File: src/core/tsp_pkg.sv
// Constants for the single-pulse and capture timer
package tsp_pkg;
    // ************************************************************
    // Widths
    // ************************************************************
    localparam int CNT_W = 10;
    localparam int DATA_W = 8;
    localparam int ADDR_W = 4;
    localparam int SYNC_STAGES = 2;
    localparam int PIN_CNT = 2;
    localparam int PIN_CAPTURE = 0;
    localparam int PIN_EXTCLK = 1;
    // ************************************************************
    // Register offsets
    // ************************************************************
    localparam logic [3:0] ADDR_CTRL0 = 4'h0;
    localparam logic [3:0] ADDR_CTRL1 = 4'h1;
    localparam logic [3:0] ADDR_CNT_LO = 4'h2;
    localparam logic [3:0] ADDR_CNT_HI = 4'h3;
    localparam logic [3:0] ADDR_CMPA_LO = 4'h4;
    localparam logic [3:0] ADDR_CMPA_HI = 4'h5;
    localparam logic [3:0] ADDR_CMPP_LO = 4'h6;
    localparam logic [3:0] ADDR_CMPP_HI = 4'h7;
    localparam logic [3:0] ADDR_STATUS = 4'h8;
    // ************************************************************
    // Field positions
    // ************************************************************
    localparam int RUN_BIT = 3;
    localparam int MODE_HI = 7;
    localparam int MODE_LO = 6;
    localparam int PINF_HI = 5;
    localparam int PINF_LO = 4;
    localparam int OC_BIT = 3;
    localparam int POL_BIT = 2;
    localparam int DPX_BIT = 1;
    localparam int CCLR_BIT = 0;
    localparam int FLAG_A_BIT = 0;
    localparam int FLAG_P_BIT = 1;
    // ************************************************************
    // Codes and reset values
    // ************************************************************
    localparam logic [1:0] MODE_CAPTURE = 2'h1;
    localparam logic [1:0] MODE_PULSE = 2'h2;
    localparam logic [1:0] PINF_RISE = 2'h0;
    localparam logic [1:0] PINF_FALL = 2'h1;
    localparam logic [1:0] PINF_BOTH = 2'h2;
    localparam logic [1:0] PINF_PULSE = 2'h3;
    localparam logic [7:0] CTRL1_RST = 8'h00;
    localparam logic [9:0] CMP_RST = 10'h000;
    localparam logic [9:0] CNT_RST = 10'h000;
    localparam logic [9:0] CNT_ONE = 10'h001;
    localparam logic [7:0] RD_ZERO = 8'h00;
    // Capture latch to flag, in timer clock cycles
    localparam int CAP_FLAG_DELAY = 1;
endpackage : tsp_pkg

File: src/core/tsp_timer.sv
// Single-pulse output and input-capture timer with register port
//
// Design decisions made here: the register offsets and strobed register access.
`timescale 1ns/1ns

// What this block does
// - Software raising the run bit triggers the pulse leading edge.
// - External clock pin rising edge sets the run bit in single-pulse mode.
// - Run rising gives the pulse leading edge at once; the counter zeroes one cycle later.
// - Run clear or compare-A match ends pulse; match also clears run.
// - Compare-A match in single-pulse mode sets the match-A flag.
// - Counter zeroes only when run rises in single-pulse mode.
// - Compare-P, clear source and duty swap ignored in single-pulse mode.
// - Pin function picks rising, falling or both; 11 captures nothing.
// - In capture mode the counter runs freely while run is high.
// - Active capture edge copies the counter into compare-A and flags.
// - Compare-P match clears the counter and flags; zero gives full range.
// - Capture mode drives no output and ignores output control bits.
// - Capture pulses under one timer clock may be missed.
// - Match-A flag rises one cycle after the capture latch.
// - Capture latch happens within one cycle of the detected edge.
// - Counter is ten bits and wraps after 3FF.
// - Run rising forces the output to its initial level.
// - Invert bit reverses the output pin polarity.
module tsp_timer
    import tsp_pkg::*;
(
    input wire logic ref_clk,
    input wire logic rst,
    input wire logic [ADDR_W-1:0] reg_addr,
    input wire logic [DATA_W-1:0] reg_wdata,
    input wire logic reg_wr,
    input wire logic reg_rd,
    output logic [DATA_W-1:0] reg_rdata,
    input wire logic capture_input_pin,
    input wire logic ext_clock_pin,
    output logic timer_out,
    output logic timer_out_en_n,
    output logic match_a_flag,
    output logic match_p_flag
);

    // ************************************************************
    // State
    // ************************************************************
    logic counter_run_q, counter_run_d;
    logic run_prev_q;
    logic [1:0] timer_mode_q;
    logic [1:0] pin_function_q;
    logic output_initial_level_q;
    logic output_invert_q;
    logic duty_period_swap_q;
    logic clear_source_sel_q;
    logic [CNT_W-1:0] cnt_q, cnt_d;
    logic [CNT_W-1:0] cmp_a_q, cmp_a_d;
    logic [CNT_W-1:0] cmp_p_q, cmp_p_d;
    logic flag_a_q, flag_a_d;
    logic flag_p_q, flag_p_d;
    logic [CAP_FLAG_DELAY-1:0] cap_dly_q;
    logic out_q, out_d;
    logic out_en_n_q;
    logic [DATA_W-1:0] rd_data_q;
    logic [PIN_CNT-1:0] pin_raw;
    logic [PIN_CNT-1:0] pin_meta_q;
    logic [PIN_CNT-1:0] pin_sync_q;
    logic [PIN_CNT-1:0] pin_last_q;

    // ************************************************************
    // Decode
    // ************************************************************
    wire wr_ctrl0 = reg_wr && (reg_addr == ADDR_CTRL0);
    wire wr_ctrl1 = reg_wr && (reg_addr == ADDR_CTRL1);
    wire wr_a_lo = reg_wr && (reg_addr == ADDR_CMPA_LO);
    wire wr_a_hi = reg_wr && (reg_addr == ADDR_CMPA_HI);
    wire wr_p_lo = reg_wr && (reg_addr == ADDR_CMPP_LO);
    wire wr_p_hi = reg_wr && (reg_addr == ADDR_CMPP_HI);
    wire wr_status = reg_wr && (reg_addr == ADDR_STATUS);
    // Mode 10 with pin function 11 is single pulse, mode 01 is capture; other codes idle here
    // Single-pulse decode
    wire pulse_mode = (timer_mode_q == MODE_PULSE) && (pin_function_q == PINF_PULSE);
    wire cap_mode = (timer_mode_q == MODE_CAPTURE);
    wire run_rise = counter_run_q && !run_prev_q;

    // ************************************************************
    // Pin synchronisers
    // ************************************************************
    assign pin_raw[PIN_CAPTURE] = capture_input_pin;
    assign pin_raw[PIN_EXTCLK] = ext_clock_pin;
    genvar gi;
    generate
        for (gi = 0; gi < PIN_CNT; gi++) begin : g_sync
            always_ff @(posedge ref_clk or posedge rst) begin
                if (rst) begin
                    pin_meta_q[gi] <= 1'b0;
                    pin_sync_q[gi] <= 1'b0;
                    pin_last_q[gi] <= 1'b0;
                end else begin
                    pin_meta_q[gi] <= pin_raw[gi];
                    pin_sync_q[gi] <= pin_meta_q[gi];
                    pin_last_q[gi] <= pin_sync_q[gi];
                end
            end
        end
    endgenerate

    // Pulses under one cycle may slip past the sampler
    wire cap_rise = pin_sync_q[PIN_CAPTURE] && !pin_last_q[PIN_CAPTURE];
    wire cap_fall = !pin_sync_q[PIN_CAPTURE] && pin_last_q[PIN_CAPTURE];
    wire ext_edge = pin_sync_q[PIN_EXTCLK] && !pin_last_q[PIN_EXTCLK];

    // ************************************************************
    // Event decode
    // ************************************************************
    // Edge select, code 11 captures nothing
    wire cap_sel = (pin_function_q == PINF_RISE) ? cap_rise :
                   (pin_function_q == PINF_FALL) ? cap_fall :
                   (pin_function_q == PINF_BOTH) ? (cap_rise || cap_fall) : 1'b0;
    wire cap_fire = cap_mode && cap_sel;
    wire [CAP_FLAG_DELAY:0] cap_dly_next = {cap_dly_q, cap_fire};
    wire sp_match_a = pulse_mode && counter_run_q && !run_rise && (cnt_q == cmp_a_q);
    // Compare-P match, zero means wrap at full range
    wire p_hit = (cmp_p_q == CMP_RST) ? (cnt_q == {CNT_W{1'b1}}) : (cnt_q == cmp_p_q);
    wire cap_match_p = cap_mode && counter_run_q && !run_rise && p_hit;
    wire ext_set = pulse_mode && ext_edge;

    // ************************************************************
    // Run bit
    // ************************************************************
    // Hardware set wins over any clear in the same cycle
    always_comb begin
        counter_run_d = counter_run_q;
        if (wr_ctrl0) begin
            counter_run_d = reg_wdata[RUN_BIT];
        end
        if (sp_match_a) begin
            counter_run_d = 1'b0;
        end
        if (ext_set) begin
            counter_run_d = 1'b1;
        end
    end

    // ************************************************************
    // Counter
    // ************************************************************
    // Compare-P, clear source and swap bits never reach pulse mode
    // Pulse mode ignores compare-P
    always_comb begin
        cnt_d = cnt_q;
        if (run_rise) begin
            cnt_d = CNT_RST;
        end else if (cap_match_p && (cmp_p_q != CMP_RST)) begin
            cnt_d = CNT_RST;
        end else if (counter_run_q && (pulse_mode || cap_mode)) begin
            cnt_d = cnt_q + CNT_ONE;
        end
    end

    // ************************************************************
    // Compare registers
    // ************************************************************
    always_comb begin
        cmp_a_d = cmp_a_q;
        cmp_p_d = cmp_p_q;
        if (wr_a_lo) begin
            cmp_a_d[7:0] = reg_wdata;
        end
        if (wr_a_hi) begin
            cmp_a_d[CNT_W-1:8] = reg_wdata[CNT_W-9:0];
        end
        if (wr_p_lo) begin
            cmp_p_d[7:0] = reg_wdata;
        end
        if (wr_p_hi) begin
            cmp_p_d[CNT_W-1:8] = reg_wdata[CNT_W-9:0];
        end
        if (cap_fire) begin
            cmp_a_d = cnt_q;
        end
    end

    // ************************************************************
    // Flags
    // ************************************************************
    // Write one to clear; a set in the same cycle wins
    always_comb begin
        flag_a_d = flag_a_q;
        flag_p_d = flag_p_q;
        if (wr_status && reg_wdata[FLAG_A_BIT]) begin
            flag_a_d = 1'b0;
        end
        if (wr_status && reg_wdata[FLAG_P_BIT]) begin
            flag_p_d = 1'b0;
        end
        // Pulse match flag; delayed capture flag
        if (sp_match_a || cap_dly_q[CAP_FLAG_DELAY-1]) begin
            flag_a_d = 1'b1;
        end
        if (cap_match_p) begin
            flag_p_d = 1'b1;
        end
    end

    // ************************************************************
    // Output pin
    // ************************************************************
    // Pulse level follows run; initial level; invert
    always_comb begin
        out_d = output_initial_level_q ^ output_invert_q;
        if (!(pulse_mode && counter_run_d)) begin
            out_d = !output_initial_level_q ^ output_invert_q;
        end
    end

    // ************************************************************
    // Read mux
    // ************************************************************
    logic [DATA_W-1:0] rd_mux;
    always_comb begin
        unique case (reg_addr)
            ADDR_CTRL0: rd_mux = {4'h0, counter_run_q, 3'h0};
            ADDR_CTRL1: rd_mux = {timer_mode_q, pin_function_q, output_initial_level_q,
                                  output_invert_q, duty_period_swap_q, clear_source_sel_q};
            ADDR_CNT_LO: rd_mux = cnt_q[7:0];
            ADDR_CNT_HI: rd_mux = {6'h00, cnt_q[CNT_W-1:8]};
            ADDR_CMPA_LO: rd_mux = cmp_a_q[7:0];
            ADDR_CMPA_HI: rd_mux = {6'h00, cmp_a_q[CNT_W-1:8]};
            ADDR_CMPP_LO: rd_mux = cmp_p_q[7:0];
            ADDR_CMPP_HI: rd_mux = {6'h00, cmp_p_q[CNT_W-1:8]};
            ADDR_STATUS: rd_mux = {6'h00, flag_p_q, flag_a_q};
            default: rd_mux = RD_ZERO;
        endcase
    end

    // ************************************************************
    // Registers
    // ************************************************************
    always_ff @(posedge ref_clk or posedge rst) begin
        if (rst) begin
            counter_run_q <= 1'b0;
            run_prev_q <= 1'b0;
            cnt_q <= CNT_RST;
            cmp_a_q <= CMP_RST;
            cmp_p_q <= CMP_RST;
            flag_a_q <= 1'b0;
            flag_p_q <= 1'b0;
            cap_dly_q <= '0;
        end else begin
            counter_run_q <= counter_run_d;
            run_prev_q <= counter_run_q;
            cnt_q <= cnt_d;
            cmp_a_q <= cmp_a_d;
            cmp_p_q <= cmp_p_d;
            flag_a_q <= flag_a_d;
            flag_p_q <= flag_p_d;
            cap_dly_q <= cap_dly_next[CAP_FLAG_DELAY-1:0];
        end
    end

    always_ff @(posedge ref_clk or posedge rst) begin
        if (rst) begin
            {timer_mode_q, pin_function_q, output_initial_level_q} <= CTRL1_RST[7:3];
            {output_invert_q, duty_period_swap_q, clear_source_sel_q} <= CTRL1_RST[2:0];
        end else if (wr_ctrl1) begin
            timer_mode_q <= reg_wdata[MODE_HI:MODE_LO];
            pin_function_q <= reg_wdata[PINF_HI:PINF_LO];
            output_initial_level_q <= reg_wdata[OC_BIT];
            output_invert_q <= reg_wdata[POL_BIT];
            duty_period_swap_q <= reg_wdata[DPX_BIT];
            clear_source_sel_q <= reg_wdata[CCLR_BIT];
        end
    end

    always_ff @(posedge ref_clk or posedge rst) begin
        if (rst) begin
            out_q <= 1'b0;
            out_en_n_q <= 1'b1;
            rd_data_q <= RD_ZERO;
        end else begin
            out_q <= out_d;
            out_en_n_q <= !((timer_mode_q == MODE_PULSE) && (pin_function_q == PINF_PULSE));
            rd_data_q <= reg_rd ? rd_mux : RD_ZERO;
        end
    end

    assign reg_rdata = rd_data_q;
    assign timer_out = out_q;
    assign timer_out_en_n = out_en_n_q;
    assign match_a_flag = flag_a_q;
    assign match_p_flag = flag_p_q;
endmodule : tsp_timer

File: config.mk
export PLATFORM = sky130hd
export DESIGN_NAME = tsp_timer
export DESIGN_NICKNAME = d
export VERILOG_FILES = /design/src/core/tsp_pkg.sv /design/src/core/tsp_timer.sv
export SDC_FILE = /design/constraint.sdc
export NUM_CORES = 1
export LEC_CHECK = 0
export BUFFER_PORTS_ARGS = -buffer_cell sky130_fd_sc_hd__buf_2
export CORE_MARGIN = 8
export CORE_UTILIZATION = 31
export DETAILED_ROUTE_END_ITERATION = 8
export PLACE_DENSITY = 0.47
export SYNTH_ARGS = -nofsm -noshare
export SYNTH_HDL_FRONTEND = slang
export SYNTH_SLANG_ARGS = --single-unit
File: constraint.sdc
create_clock -name ref_clk -period 4.2 [get_ports ref_clk]
set_clock_uncertainty 0.15 [all_clocks]
set_input_delay 0.21 -clock ref_clk [delete_from_list [all_inputs] [get_ports ref_clk]]
set_output_delay 0.21 -clock ref_clk [all_outputs]
set_load 0.02 [all_outputs]
# Word-level counts from Yosys, hierarchy flattened
# Cells that the tools add are included.
[word_totals] wordCells=108 out_inout_bits=12 register_bits=59
[op_classes] add_sub_neg=1 n_eq_ne=16 n_mux=20 reduce_logical=44 bitwise=2
[op_table] cell="8-bit one-hot mux with 9 select lines" count=1
[op_table] cell="10-bit two-way mux" count=4
[op_table] cell="1-bit logical AND" count=25
[op_table] cell="10-bit == test" count=2
[op_table] cell="4-bit by 3-bit == test with 1-bit output, second input constant" count=4
[op_table] cell="8-bit two-way mux" count=2
[op_table] cell="1-bit two-way mux" count=12
[op_table] cell="10-bit by 1-bit adder with 10-bit output, second input constant" count=1
[op_table] cell="10-bit == test, second input constant" count=1
[op_table] cell="10-bit zero test" count=1
[op_table] cell="10-bit nonzero test" count=1
[op_table] cell="4-bit by 2-bit == test with 1-bit output, second input constant" count=2
[op_table] cell="2-bit nonzero test" count=4
[op_table] cell="1-bit zero test" count=7
[op_table] cell="2-bit == test, second input constant" count=3
[op_table] cell="2-bit by 1-bit == test with 1-bit output, second input constant" count=2
[op_table] cell="4-bit by 1-bit == test with 1-bit output, second input constant" count=1
[op_table] cell="4-bit == test, second input constant" count=1
[op_table] cell="4-bit zero test" count=1
[op_table] cell="1-bit logical OR" count=3
[op_table] cell="3-bit nonzero test" count=1
[op_table] cell="2-bit zero test" count=1
[op_table] cell="2-bit two-way mux" count=1
[op_table] cell="1-bit XOR" count=2

# Logic depth before layout (Yosys ltp)
# Gate-level depths: netlist of run 1.
[logic_depth] word_depth=9 depth_mapped=9 mapped_depth_nobuf=8

# Least setup slack after synthesis of run 1
# No wires, ideal clock.
[synth_timing] path_type="reg-to-reg" startpoint="register cmp_p_q[6]" endpoint="register cnt_q[0]" arrival_ns=2.365 path_stages_with_launch=7 synth_period_minus_slack_ns=2.655 slack_ns=1.545 path_cell_list="dfrtp_1 or4_4 nor3_4 nand4_1 a221o_1 o41ai_4 nor2_1"
[synth_between] elab_chain_len=6
[synth_rtl] item="start: declaration" line_no="tsp_timer.sv:56" text="logic [CNT_W-1:0] cmp_p_q, cmp_p_d;"
[synth_rtl] item="start signal: assignment" line_no="tsp_timer.sv:253" text="cmp_p_q <= cmp_p_d;"
[synth_rtl] item="10-bit == test / 10-bit zero test (equally long branches)" line_no="tsp_timer.sv:122" text="wire p_hit = (cmp_p_q == CMP_RST) ? (cnt_q == {CNT_W{1'b1}}) : (cnt_q == cmp_p_q);"
[synth_rtl] item="1-bit two-way mux" line_no="tsp_timer.sv:122"
[synth_rtl] item="1-bit logical AND" line_no="tsp_timer.sv:123" text="wire cap_match_p = cap_mode && counter_run_q && !run_rise && p_hit;"
[synth_rtl] item="1-bit logical AND *" line_no="tsp_timer.sv:152" text="end else if (cap_match_p && (cmp_p_q != CMP_RST)) begin"
[synth_rtl] item="10-bit two-way mux" line_no="tsp_timer.sv:152"
[synth_rtl] item="10-bit two-way mux" line_no="tsp_timer.sv:150" text="if (run_rise) begin"
[synth_rtl] item="end signal: assignment" line_no="tsp_timer.sv:251" text="cnt_q <= cnt_d;"
[synth_rtl] item="end: declaration" line_no="tsp_timer.sv:54" text="logic [CNT_W-1:0] cnt_q, cnt_d;"
# Mark *: on every way between the ends. The rest lies on a longest branch, timed or not.
# A chain may end at the register's enable or synchronous reset.

# Final worst setup path of run 1
[layout_timing] startpoint="register cmp_p_q[2]" endpoint="register cnt_q[3]"
# The elaborated chain is that of the path after synthesis.

==> results.yml, run 1 <==
critical_path:
  worst_r2r_endpoint: "cnt_q[3]"
  critPathArrivalTime_ns: 2.97
  cp_max_fo: 10
  path_cells: "or4_1 -> nor3_4 -> nand4_1 -> a221o_1 -> o41ai_4 -> nor2_1"
  path_class: "flop to flop"
  start_kind: "flop"
  path_delay_family: "simple AND/OR/NAND/NOR gates"
  critPathBufInv: 0
  crit_slowest_cell: "o41ai_4"
  rrSetupSlack_ns: 1.28
  required_ns: 4.25
  reg2reg_depth: 6
  end_kind: "flop"
  max_stage_delay_ns: 0.65
  r2r_start: "cmp_p_q[2]"
run_status:
  status: "complete, no violations"
grt:
  grt_util_met1_pct: 18.7
  grt_util_all_layers_pct: 13.5
  grt_max_degree: 31
  grt_pass1_wl_mm: 13.5
  grt_remaining_overflow: 0
  use_met3_pct: 4.10
  antenna_found_initial: 0
  top_usage_layer: "met2"
  grt_pass1_vias: 2398
  gr-usage-met2_pct: 19.8
detailed_routing:
  postRouteWirelength_mm: 8.07
  drc: 0
  drtIter0Drc: 136
  vias_per_cell: 5.08
  vias: 2332
  firstDrtPassIters: 6
  drt-wirelength-per-cell_um: 17.6
  ant_nets: 0
clocking:
  clockBufferDepth: 2
  clock-sinks: 59
  cts_resized: 0
  clk_pin_slew_worst_paths_ns: 0.07
  insertion_delay_ns: 0.35
  cts.htree.levels: 3
  numCtsBuffers: 9
  cts_tree: "done"
  clockRootBuffer: "clkbuf_8"
  cts_setup_buffers: 0
logic_synthesis:
  synth_nets: 308
  synth-edff-count: 0
  ys_types: 47
  synth_seq_area_share_pct: 48.4
  synth_warnings: 0
  yosysMostFrequentCell: "dfrtp_1"
  async_flop_share_pct: 100
  yosysTopAreaCell: "dfrtp_1"
  synth_ff_type: "dfrtp_1"
  yosysTopAreaCellShare_pct: 47.5
  synth_area_leaders: "dfrtp_1 48%, mux2_2 7.4%, xor2_1 6.0%"
  synth-seq-cells: 59
  yosys-top-cells-count: "58 x dfrtp_1, 25 x nand2_1, 21 x nor2_1, 21 x xor2_1, 20 x mux2_2"
  avgSynthCellArea_um2: 10.6
  netlist_area_um2: 3050
  synth_cells: 287
sta:
  rsz0062_at_grt: "false"
  min_period_ns: 2.92
  slew_viol_final: 0
  fmax_ghz: 0.342
  fin_tns_setup_ns: 0
  finalCritPeriodShare_pct: 69.5
  finalSetupViolCount: 0
  worst_pin_slew_ns: 0.978
  hold_viol: 0
  slew_headroom_pct: 34.3
pwr:
  max-vdd-ir-drop_mv: 0.219
  p_leak_nw: 1.67
  p_per_area_nw_per_um2: 497
cells_and_area:
  areaGrowthSynthToFinish_pct: 18.0
  final_area_um2: 3600
  antenna_cells: 0
  nets: 342
  drive_gt1_share_pct: 23.6
flow_run:
  cap_viol_max_count: 0
die:
  die_h_um: 115
  ioPinCount: 30
  core_um2: 9680
  die_area_um2: 13300
  num_rows: 36
  die_w_um: 115
  initial_core_util_pct: 31.5
worst_hold_path:
  hold_class: "input port to flop"
  min_to: "output_initial_level_q"
  min-delay-start: "reg_wdata[3]"
  hold-path-cell-count: 2
place:
  routabilityCongestion: 0.802
  placed_cell_area_um2: 3320
  io_buffers: 29
  hpwlAfterDp_mm: 5.80
## worst max path at each step
stage / from / end / slack, ns / cells past startpoint
finish: cmp_p_q[2] / cnt_q[3] / 1.28 / 6
global route: cmp_p_q[2] / cnt_q[0] / 1.09 / 6
CTS: cmp_p_q[6] / cnt_q[3] / 1.27 / 6
detailed placement: cmp_p_q[6] / cnt_q[6] / 1.27 / 6
global placement: cmp_p_q[6] / cnt_q[4] / 1.31 / 6
floorplan: cmp_p_q[6] / cnt_q[0] / 1.54 / 6
## cells by family (layout without fill, tap and decap cells)
family                   count (synthesis)  in the layout  share of synthesized area, %
multiplexers                            34             34                          12.8
AND/OR/NAND/NOR                         93             93                          15.7
buffers and inverters                   24             63                          2.95
flip-flops                              59             59                          48.4
XOR/XNOR                                26             26                          7.46
AO/OA/AOI/OAI                           48             48                          11.5
adder cells (fa/ha/maj)                  3              3                          1.23
## registers in the layout, summed over array words and instances, names as in the netlist
name / flops
cap_dly_q: 1
clear_source_sel_q: 1
cmp_a_q: 10
cmp_p_q: 10
cnt_q: 10
counter_run_q: 1
duty_period_swap_q: 1
match_a_flag: 1
match_p_flag: 1
output_initial_level_q: 1
output_invert_q: 1
pin_function_q: 2
pin_last_q: 2
pin_meta_q: 2
pin_sync_q: 2
reg_rdata: 8
run_prev_q: 1
timer_mode_q: 2
timer_out: 1
timer_out_en_n: 1
## routing by layer
metal	part of all wire (%)	wire length [µm]
met3	5.5	441
met1	49	3970
met2	44	3550
met5	0	0
met4	1.3	108
## layout by cell type, fill, tap and decap left out, drive strengths merged, types with 2 or more instances in the layout
| master | count |
|---|---|
| clkbuf | 11 |
| nor4 | 3 |
| mux2i | 12 |
| nor2 | 21 |
| nor4b | 2 |
| nand3 | 9 |
| o41ai | 2 |
| o21ai | 13 |
| mux2 | 20 |
| and3 | 5 |
| inv | 6 |
| xnor2 | 5 |
| nand2b | 4 |
| a22oi | 2 |
| or2 | 3 |
| nor2b | 3 |
| nand2 | 25 |
| nand4 | 6 |
| or4 | 2 |
| a222oi | 5 |
| a22o | 7 |
| a21oi | 9 |
| clkinv | 3 |
| dlygate4sd3 | 9 |
| mux4 | 2 |
| buf | 32 |
| ha | 3 |
| dfrtp | 58 |
| xor2 | 21 |
| nor3 | 5 |
## stage by stage
| stage | hold slack, ns | cells | total power, mW | utilization [%] | setup slack [ns] |
|---|---|---|---|---|---|
| finish | 0.00688 | 459 | 1.79 | 37.2 | 1.28 |
| global route | 0.0126 | 459 | 1.91 | 37.2 | 1.09 |
| CTS | 0.00615 | 459 | 1.81 | 37.2 | 1.27 |
| detailed placement | 0.170 | 434 | 1.28 | 34.3 | 1.27 |
| global placement | 0.170 | 434 | 1.28 | 34.3 | 1.31 |
| floorplan | 0.0914 | 287 | 1.14 | - | 1.54 |
## repair_timing
item,CTS,global route
setup endpoints to repair,0,0
hold buffers,9,0
endpoints found under the hold margin,43,0
## report_power, final
| group | switching, mW | internal, mW | total (mW) | leakage, nW |
|---|---|---|---|---|
| logic | 0.223 | 0.210 | 0.432 | 0.827 |
| clock network | 0.229 | 0.287 | 0.516 | 0.0991 |
| registers | 0.152 | 0.689 | 0.841 | 0.748 |
## cell type report
class                      count  area, µm²
fill                        1002       6080
multi-input combinational    204       1490
sequential                    59       1480
timing repair buffer          41        258
tap                          133        166
clock buffer                  11        141
clock inverter                 5       52.6
inverter                       6       22.5
(Power assumes the default switching activity.)
==> inputs of run 2 (changes only) <==
Settings changed: ABC_AREA set to 1.
Clock period 4.2 ns to 2.9 ns, I/O delays scaled along.
==> results.yml, run 2 <==
pwr:
  swShare_pct: 35.4
  pwr-share-clk_pct: 31.3
  pwr-share-comb_pct: 24.7
  power.switching_uw: 888
  p_leak_nw: 1.76
  internal_power_mw: 1.62
  power_frac_seq_pct: 44.0
  max-vdd-ir-drop_mv: 0.280
  p_per_area_nw_per_um2: 682
grt:
  use_met3_pct: 2.94
  grt_util_met1_pct: 18.8
  gr-usage-met2_pct: 22.2
  grt_max_degree: 60
  grt_pass1_vias: 2740
  antenna_found_initial: 0
  grt_remaining_overflow: 0
  grt_pass1_wl_mm: 14.4
  top_usage_layer: "met2"
  grt_util_all_layers_pct: 14.1
sta:
  rsz0062_at_grt: "false"
  slew_headroom_pct: 50.0
  fmax_ghz: 0.480
  setup_slack_ns: 0.816
  hold_ws_ns: 0.0200
  slew_viol_final: 0
  finalSetupViolCount: 0
  finalCritPeriodShare_pct: 71.9
  min_period_ns: 2.08
  fin_tns_setup_ns: 0
  worst_pin_slew_ns: 0.750
  hold_viol: 0
critical_path:
  path_delay_family: "simple AND/OR/NAND/NOR gates"
  crit_path_start: "cmp_p_q[2]"
  endpoint: "cnt_q[5]"
  start_kind: "flop"
  path_depth: 12
  worst_r2r_endpoint: "cnt_q[5]"
  end_kind: "flop"
  path_cells: "nor2_1 -> inv_1 -> nor2_2 -> nand2_2 -> nand3_1 -> nand2_1 -> nor2_1 -> nand2_1 -> nor2_2 -> nand3_2 -> nand2_4 -> nor2_1"
  required_ns: 2.98
  rrSetupSlack_ns: 0.82
  critPathArrivalTime_ns: 2.16
  crit_slowest_cell: "dfrtp_1"
  cpMostUsedCell: "nor2_1"
  critPathBufInv: 1
  reg2reg_depth: 12
  path_class: "flop to flop"
  r2r_start: "cmp_p_q[2]"
  max_stage_delay_ns: 0.43
  cp_max_fo: 16
die:
  die_h_um: 115
  die_area_um2: 13300
  ioPinCount: 30
  core_um2: 9680
  initial_core_util_pct: 31.6
  num_rows: 36
  die_w_um: 115
detailed_routing:
  drc: 0
  ant_nets: 0
  drt-wirelength-per-cell_um: 15.6
  drtIter0Drc: 201
  postRouteWirelength_mm: 8.82
  vias: 2709
  vias_per_cell: 4.80
  firstDrtPassIters: 4
logic_synthesis:
  synth_cells: 379
  yosysMostFrequentCell: "nand2_1"
  ys_types: 32
  async_flop_share_pct: 100
  avgSynthCellArea_um2: 8.07
  yosys-top-cells-count: "87 x nand2_1, 58 x dfrtp_1, 55 x inv_1"
  synth_warnings: 0
  synth_nets: 400
  synth_ff_type: "dfrtp_1"
  yosysTopAreaCell: "dfrtp_1"
  netlist_area_um2: 3060
  yosysTopAreaCellShare_pct: 47.5
  synth_area_leaders: "dfrtp_1 47%, nand2_1 11%, inv_1 6.8%"
  synth_seq_area_share_pct: 48.3
  synth-edff-count: 0
  synth-seq-cells: 59
worst_hold_path:
  hold_class: "input port to flop"
  hold-path-cell-count: 3
  min-delay-start: "reg_rd"
place:
  placed_cell_area_um2: 3350
  placed_cells: 537
  pre_cts_slack_ns: 0.836
  hpwlAfterDp_mm: 6.54
  routabilityCongestion: 0.887
  io_buffers: 29
clocking:
  cts.htree.levels: 3
  insertion_delay_ns: 0.34
  clockRootBuffer: "clkbuf_8"
  cts_tree: "done"
  cts_setup_buffers: 0
  clock-sinks: 59
  clockBufferDepth: 2
  clk_pin_slew_worst_paths_ns: 0.08
  numCtsBuffers: 9
cells_and_area:
  drive_gt1_share_pct: 13.7
  antenna_cells: 0
  final_common_cell: "nand2_1"
  final_area_um2: 3670
  areaGrowthSynthToFinish_pct: 20.1
  nets: 447
  reg_top3: "cmp_a_q (10), cmp_p_q (10), cnt_q (10)"
  fin_cells: 564
  final_cell_mix: "87 x nand2_1, 58 x dfrtp_1, 54 x inv_1"
flow_run:
  cap_viol_max_count: 0
run_status:
  status: "complete, no violations"
## run 2: changes by cell type after synthesis, moves of 12 or more
| cell | delta |
|---|---|
| clkbuf_1 | -14 |
| mux2_2 | -20 |
| o21ai_0 | +15 |
| mux2i_1 | -12 |
| nand2_1 | +62 |
| inv_1 | +49 |
| nand3_1 | +16 |
| nor2_1 | +18 |
## run 2: kinds of logic (layout without fill, tap and decap cells)
family | Yosys count | count (layout) | share of synthesized area, %
and+or+nand+nor | 174 | 174 | 24.6
xor gates and xnor gates | 13 | 13 | 3.72
buffers and inverters | 62 | 114 | 7.90
AOI/OAI and AO/OA | 68 | 68 | 14.2
DFF | 59 | 59 | 48.3
adders and majority gates | 3 | 3 | 1.23
## run 2: cell type report
class,instances,area [µm²]
Fill cell,1015,6010
Sequential cell,59,1480
Multi-Input combinational cell,258,1340
Timing Repair Buffer,42,270
Inverter,56,210
Tap cell,133,166
Clock buffer,10,138
Clock inverter,6,72.6
## run 2: worst min-delay path, delay by kind of cell
| kind | cells | cell delay [ns] |
|---|---|---|
| simple gates | 1 | 0.13 |
| buf+inv | 2 | 0.19 |
## run 2: what timing repair did
item                                   4_1_cts  5_1_grt
endpoints found under the hold margin       83        0
gates resized for setup                      0        0
hold buffers                                11        0
## run 2: routing by layer
layer / share of wire (%) / wire length, µm
met3: 6.9 / 607
met4: 0.57 / 50
met5: 0 / 0
met1: 47 / 4130
met2: 46 / 4030
## run 2: how the worst min path moves through the flow
| stage | endpoint | slack [ns] |
|---|---|---|
| global route | reg_rdata[2] | 0.04 |
| finish | reg_rdata[2] | 0.02 |
| global placement | pin_meta_q[1] | 0.11 |
| CTS | reg_rdata[2] | 0.02 |
| floorplan | pin_meta_q[0] | 0.03 |
| detailed placement | pin_meta_q[1] | 0.11 |
## run 2: power by group through the flow
stage	logic, mW	registers [mW]	clock network (mW)
2_1_floorplan	0.431	1.09	0
3_3_place_gp	0.607	1.12	0
3_5_place_dp	0.608	1.12	0
4_1_cts	0.620	1.10	0.811
5_1_grt	0.707	1.13	0.843
6_report	0.619	1.10	0.784
## run 2: per-stage QoR
stage / utilization [%] / total power [mW]
after floorplan: - / 1.52
after global placement: 34.6 / 1.73
after detailed placement: 34.6 / 1.73
after CTS: 37.9 / 2.54
after global routing: 37.9 / 2.68
final: 37.9 / 2.51
==> inputs of run 3 (changes only) <==
Settings changed: PLACE_DENSITY 0.47 to 0.49.
Clock period 2.9 ns to 1.9 ns, I/O delays scaled along.
==> results.yml, run 3 (synthesis results as in run 2) <==
grt:
  grt_pass1_vias: 2893
  grt_max_degree: 60
  grt_util_all_layers_pct: 15.0
  antenna_found_initial: 0
  grt_pass1_wl_mm: 15.2
  grt_remaining_overflow: 0
detailed_routing:
  drt-wirelength-per-cell_um: 15.4
  ant_nets: 0
  drtIter0Drc: 216
  vias: 2853
  postRouteWirelength_mm: 9.19
  vias_per_cell: 4.79
  firstDrtPassIters: 4
  drc: 0
die:
  core_um2: 9680
  die_w_um: 115
  initial_core_util_pct: 31.6
  die_area_um2: 13300
  ioPinCount: 30
  num_rows: 36
  die_h_um: 115
critical_path:
  end_kind: "flop"
  path_class: "flop to flop"
  crit_slowest_cell: "dfrtp_1"
  path_delay_family: "simple AND/OR/NAND/NOR gates"
  path_cells: "nor2_2 -> nand2_2 -> nor2_4 -> nand2_4 -> nand3_1 -> nand2_1 -> nor2_1 -> nand2_1 -> nor2_4 -> nand3_4 -> nand2_4 -> nor2_1"
  required_ns: 1.97
  critPathBufInv: 0
  max_stage_delay_ns: 0.42
  path_depth: 12
  reg2reg_depth: 12
  start_kind: "flop"
  cp_max_fo: 8
  critPathArrivalTime_ns: 1.98
clocking:
  insertion_delay_ns: 0.34
  numCtsBuffers: 9
  cts.htree.levels: 3
  clockBufferDepth: 2
  clock-sinks: 59
  clk_pin_slew_worst_paths_ns: 0.07
  clockRootBuffer: "clkbuf_8"
  cts_tree: "done"
cells_and_area:
  antenna_cells: 0
  final_cell_mix: "86 x nand2_1, 58 x dfrtp_1, 52 x inv_1"
  nets: 478
  reg_top3: "cmp_a_q (10), cmp_p_q (10), cnt_q (10)"
  final_common_cell: "nand2_1"
  drive_gt1_share_pct: 20.6
  fin_cells: 595
  areaGrowthSynthToFinish_pct: 30.0
pwr:
  max-vdd-ir-drop_mv: 0.398
  p_per_area_nw_per_um2: 1020
  p_leak_nw: 1.93
place:
  io_buffers: 29
  placed_cells: 563
  routabilityCongestion: 0.909
  hpwlAfterDp_mm: 6.89
  pre_cts_slack_ns: -0.0251
flow_run:
  cap_viol_max_count: 0
sta:
  finalCritPeriodShare_pct: 100
  fmax_ghz: 0.524
  slew_viol_final: 0
  rsz0062_at_grt: "true"
  hold_viol: 0
  min_period_ns: 1.91
  finalSetupViolCount: 7
  worst_pin_slew_ns: 0.489
  slew_headroom_pct: 67.3
  setup_slack_ns: -0.00820
worst_hold_path:
  hold-path-cell-count: 5
  hold_class: "input port to flop"
run_status:
  status: "finished with violations"
  violations: "setup timing"
==> run 3: repair_timing <==
action                                 CTS  global route
setup endpoints to repair               10            13
gates cloned                             0             2
gates resized for setup                  2            13
setup buffers                            0             1
endpoints found under the hold margin   99             0
hold buffers                            13             0
pin swaps                                0             6
==> run 3: worst reg2reg max path, stage by stage, from the launching register on <==
cell,delay (ns)
dfrtp_1,0.42
nor2_2,0.13
nand2_2,0.08
nor2_4,0.15
nand2_4,0.10
nand3_1,0.09
nand2_1,0.06
nor2_1,0.09
nand2_1,0.09
nor2_4,0.15
nand3_4,0.11
nand2_4,0.13
nor2_1,0.05
==> run 3: worst paths after layout <==
kind / slack, ns / from / end
max in group asynchronous: 1.07 / rst / timer_out_en_n
min in group asynchronous: 0.21 / rst / cmp_p_q[9]
worst min register to register: 0.20 / pin_meta_q[1] / pin_sync_q[1]
worst min-delay path: 0.07 / reg_addr[1] / cmp_p_q[8]
worst max register to register: -0.008 / cmp_p_q[9] / cnt_q[3]
worst max-delay path: -0.008 / cmp_p_q[9] / cnt_q[3]
==> run 3: layer usage <==
layer / routed length (µm) / part of all wire, % / track usage (%)
met1: 4430 / 48 / 20.3
met2: 3990 / 43 / 22.2
met3: 536 / 5.8 / 3.73
met4: 231 / 2.5 / 6.13
met5: 0 / 0 / 0
==> run 3: final cells by class <==
class | instances | area, µm²
timing repair buffer | 71 | 505
inverter | 56 | 210
fill | 985 | 5710
clock buffer | 11 | 131
multi-input combinational | 260 | 1410
clock inverter | 5 | 77.6
tap | 133 | 166
sequential | 59 | 1480
==> run 3: through the flow <==
stage	utilization [%]	cell area (µm²)	hold slack [ns]	TNS [ns]	power (mW)
6_report	41.0	3980	0.0651	-0.0298	4.05
3_3_place_gp	36.8	3560	0.0360	-0.114	2.75
5_1_grt	41.0	3980	0.125	-1.11	4.34
4_1_cts	40.3	3910	0.0523	0	4.03
2_1_floorplan	-	3060	-0.0236	0	2.32
3_5_place_dp	36.8	3560	0.0344	-0.166	2.75
==> run 3: report_power, final <==
part | leakage [nW] | switching [mW] | internal [mW]
Clock | 0.103 | 0.488 | 0.735
Sequential | 0.763 | 0.172 | 1.47
Combinational | 1.06 | 0.719 | 0.473
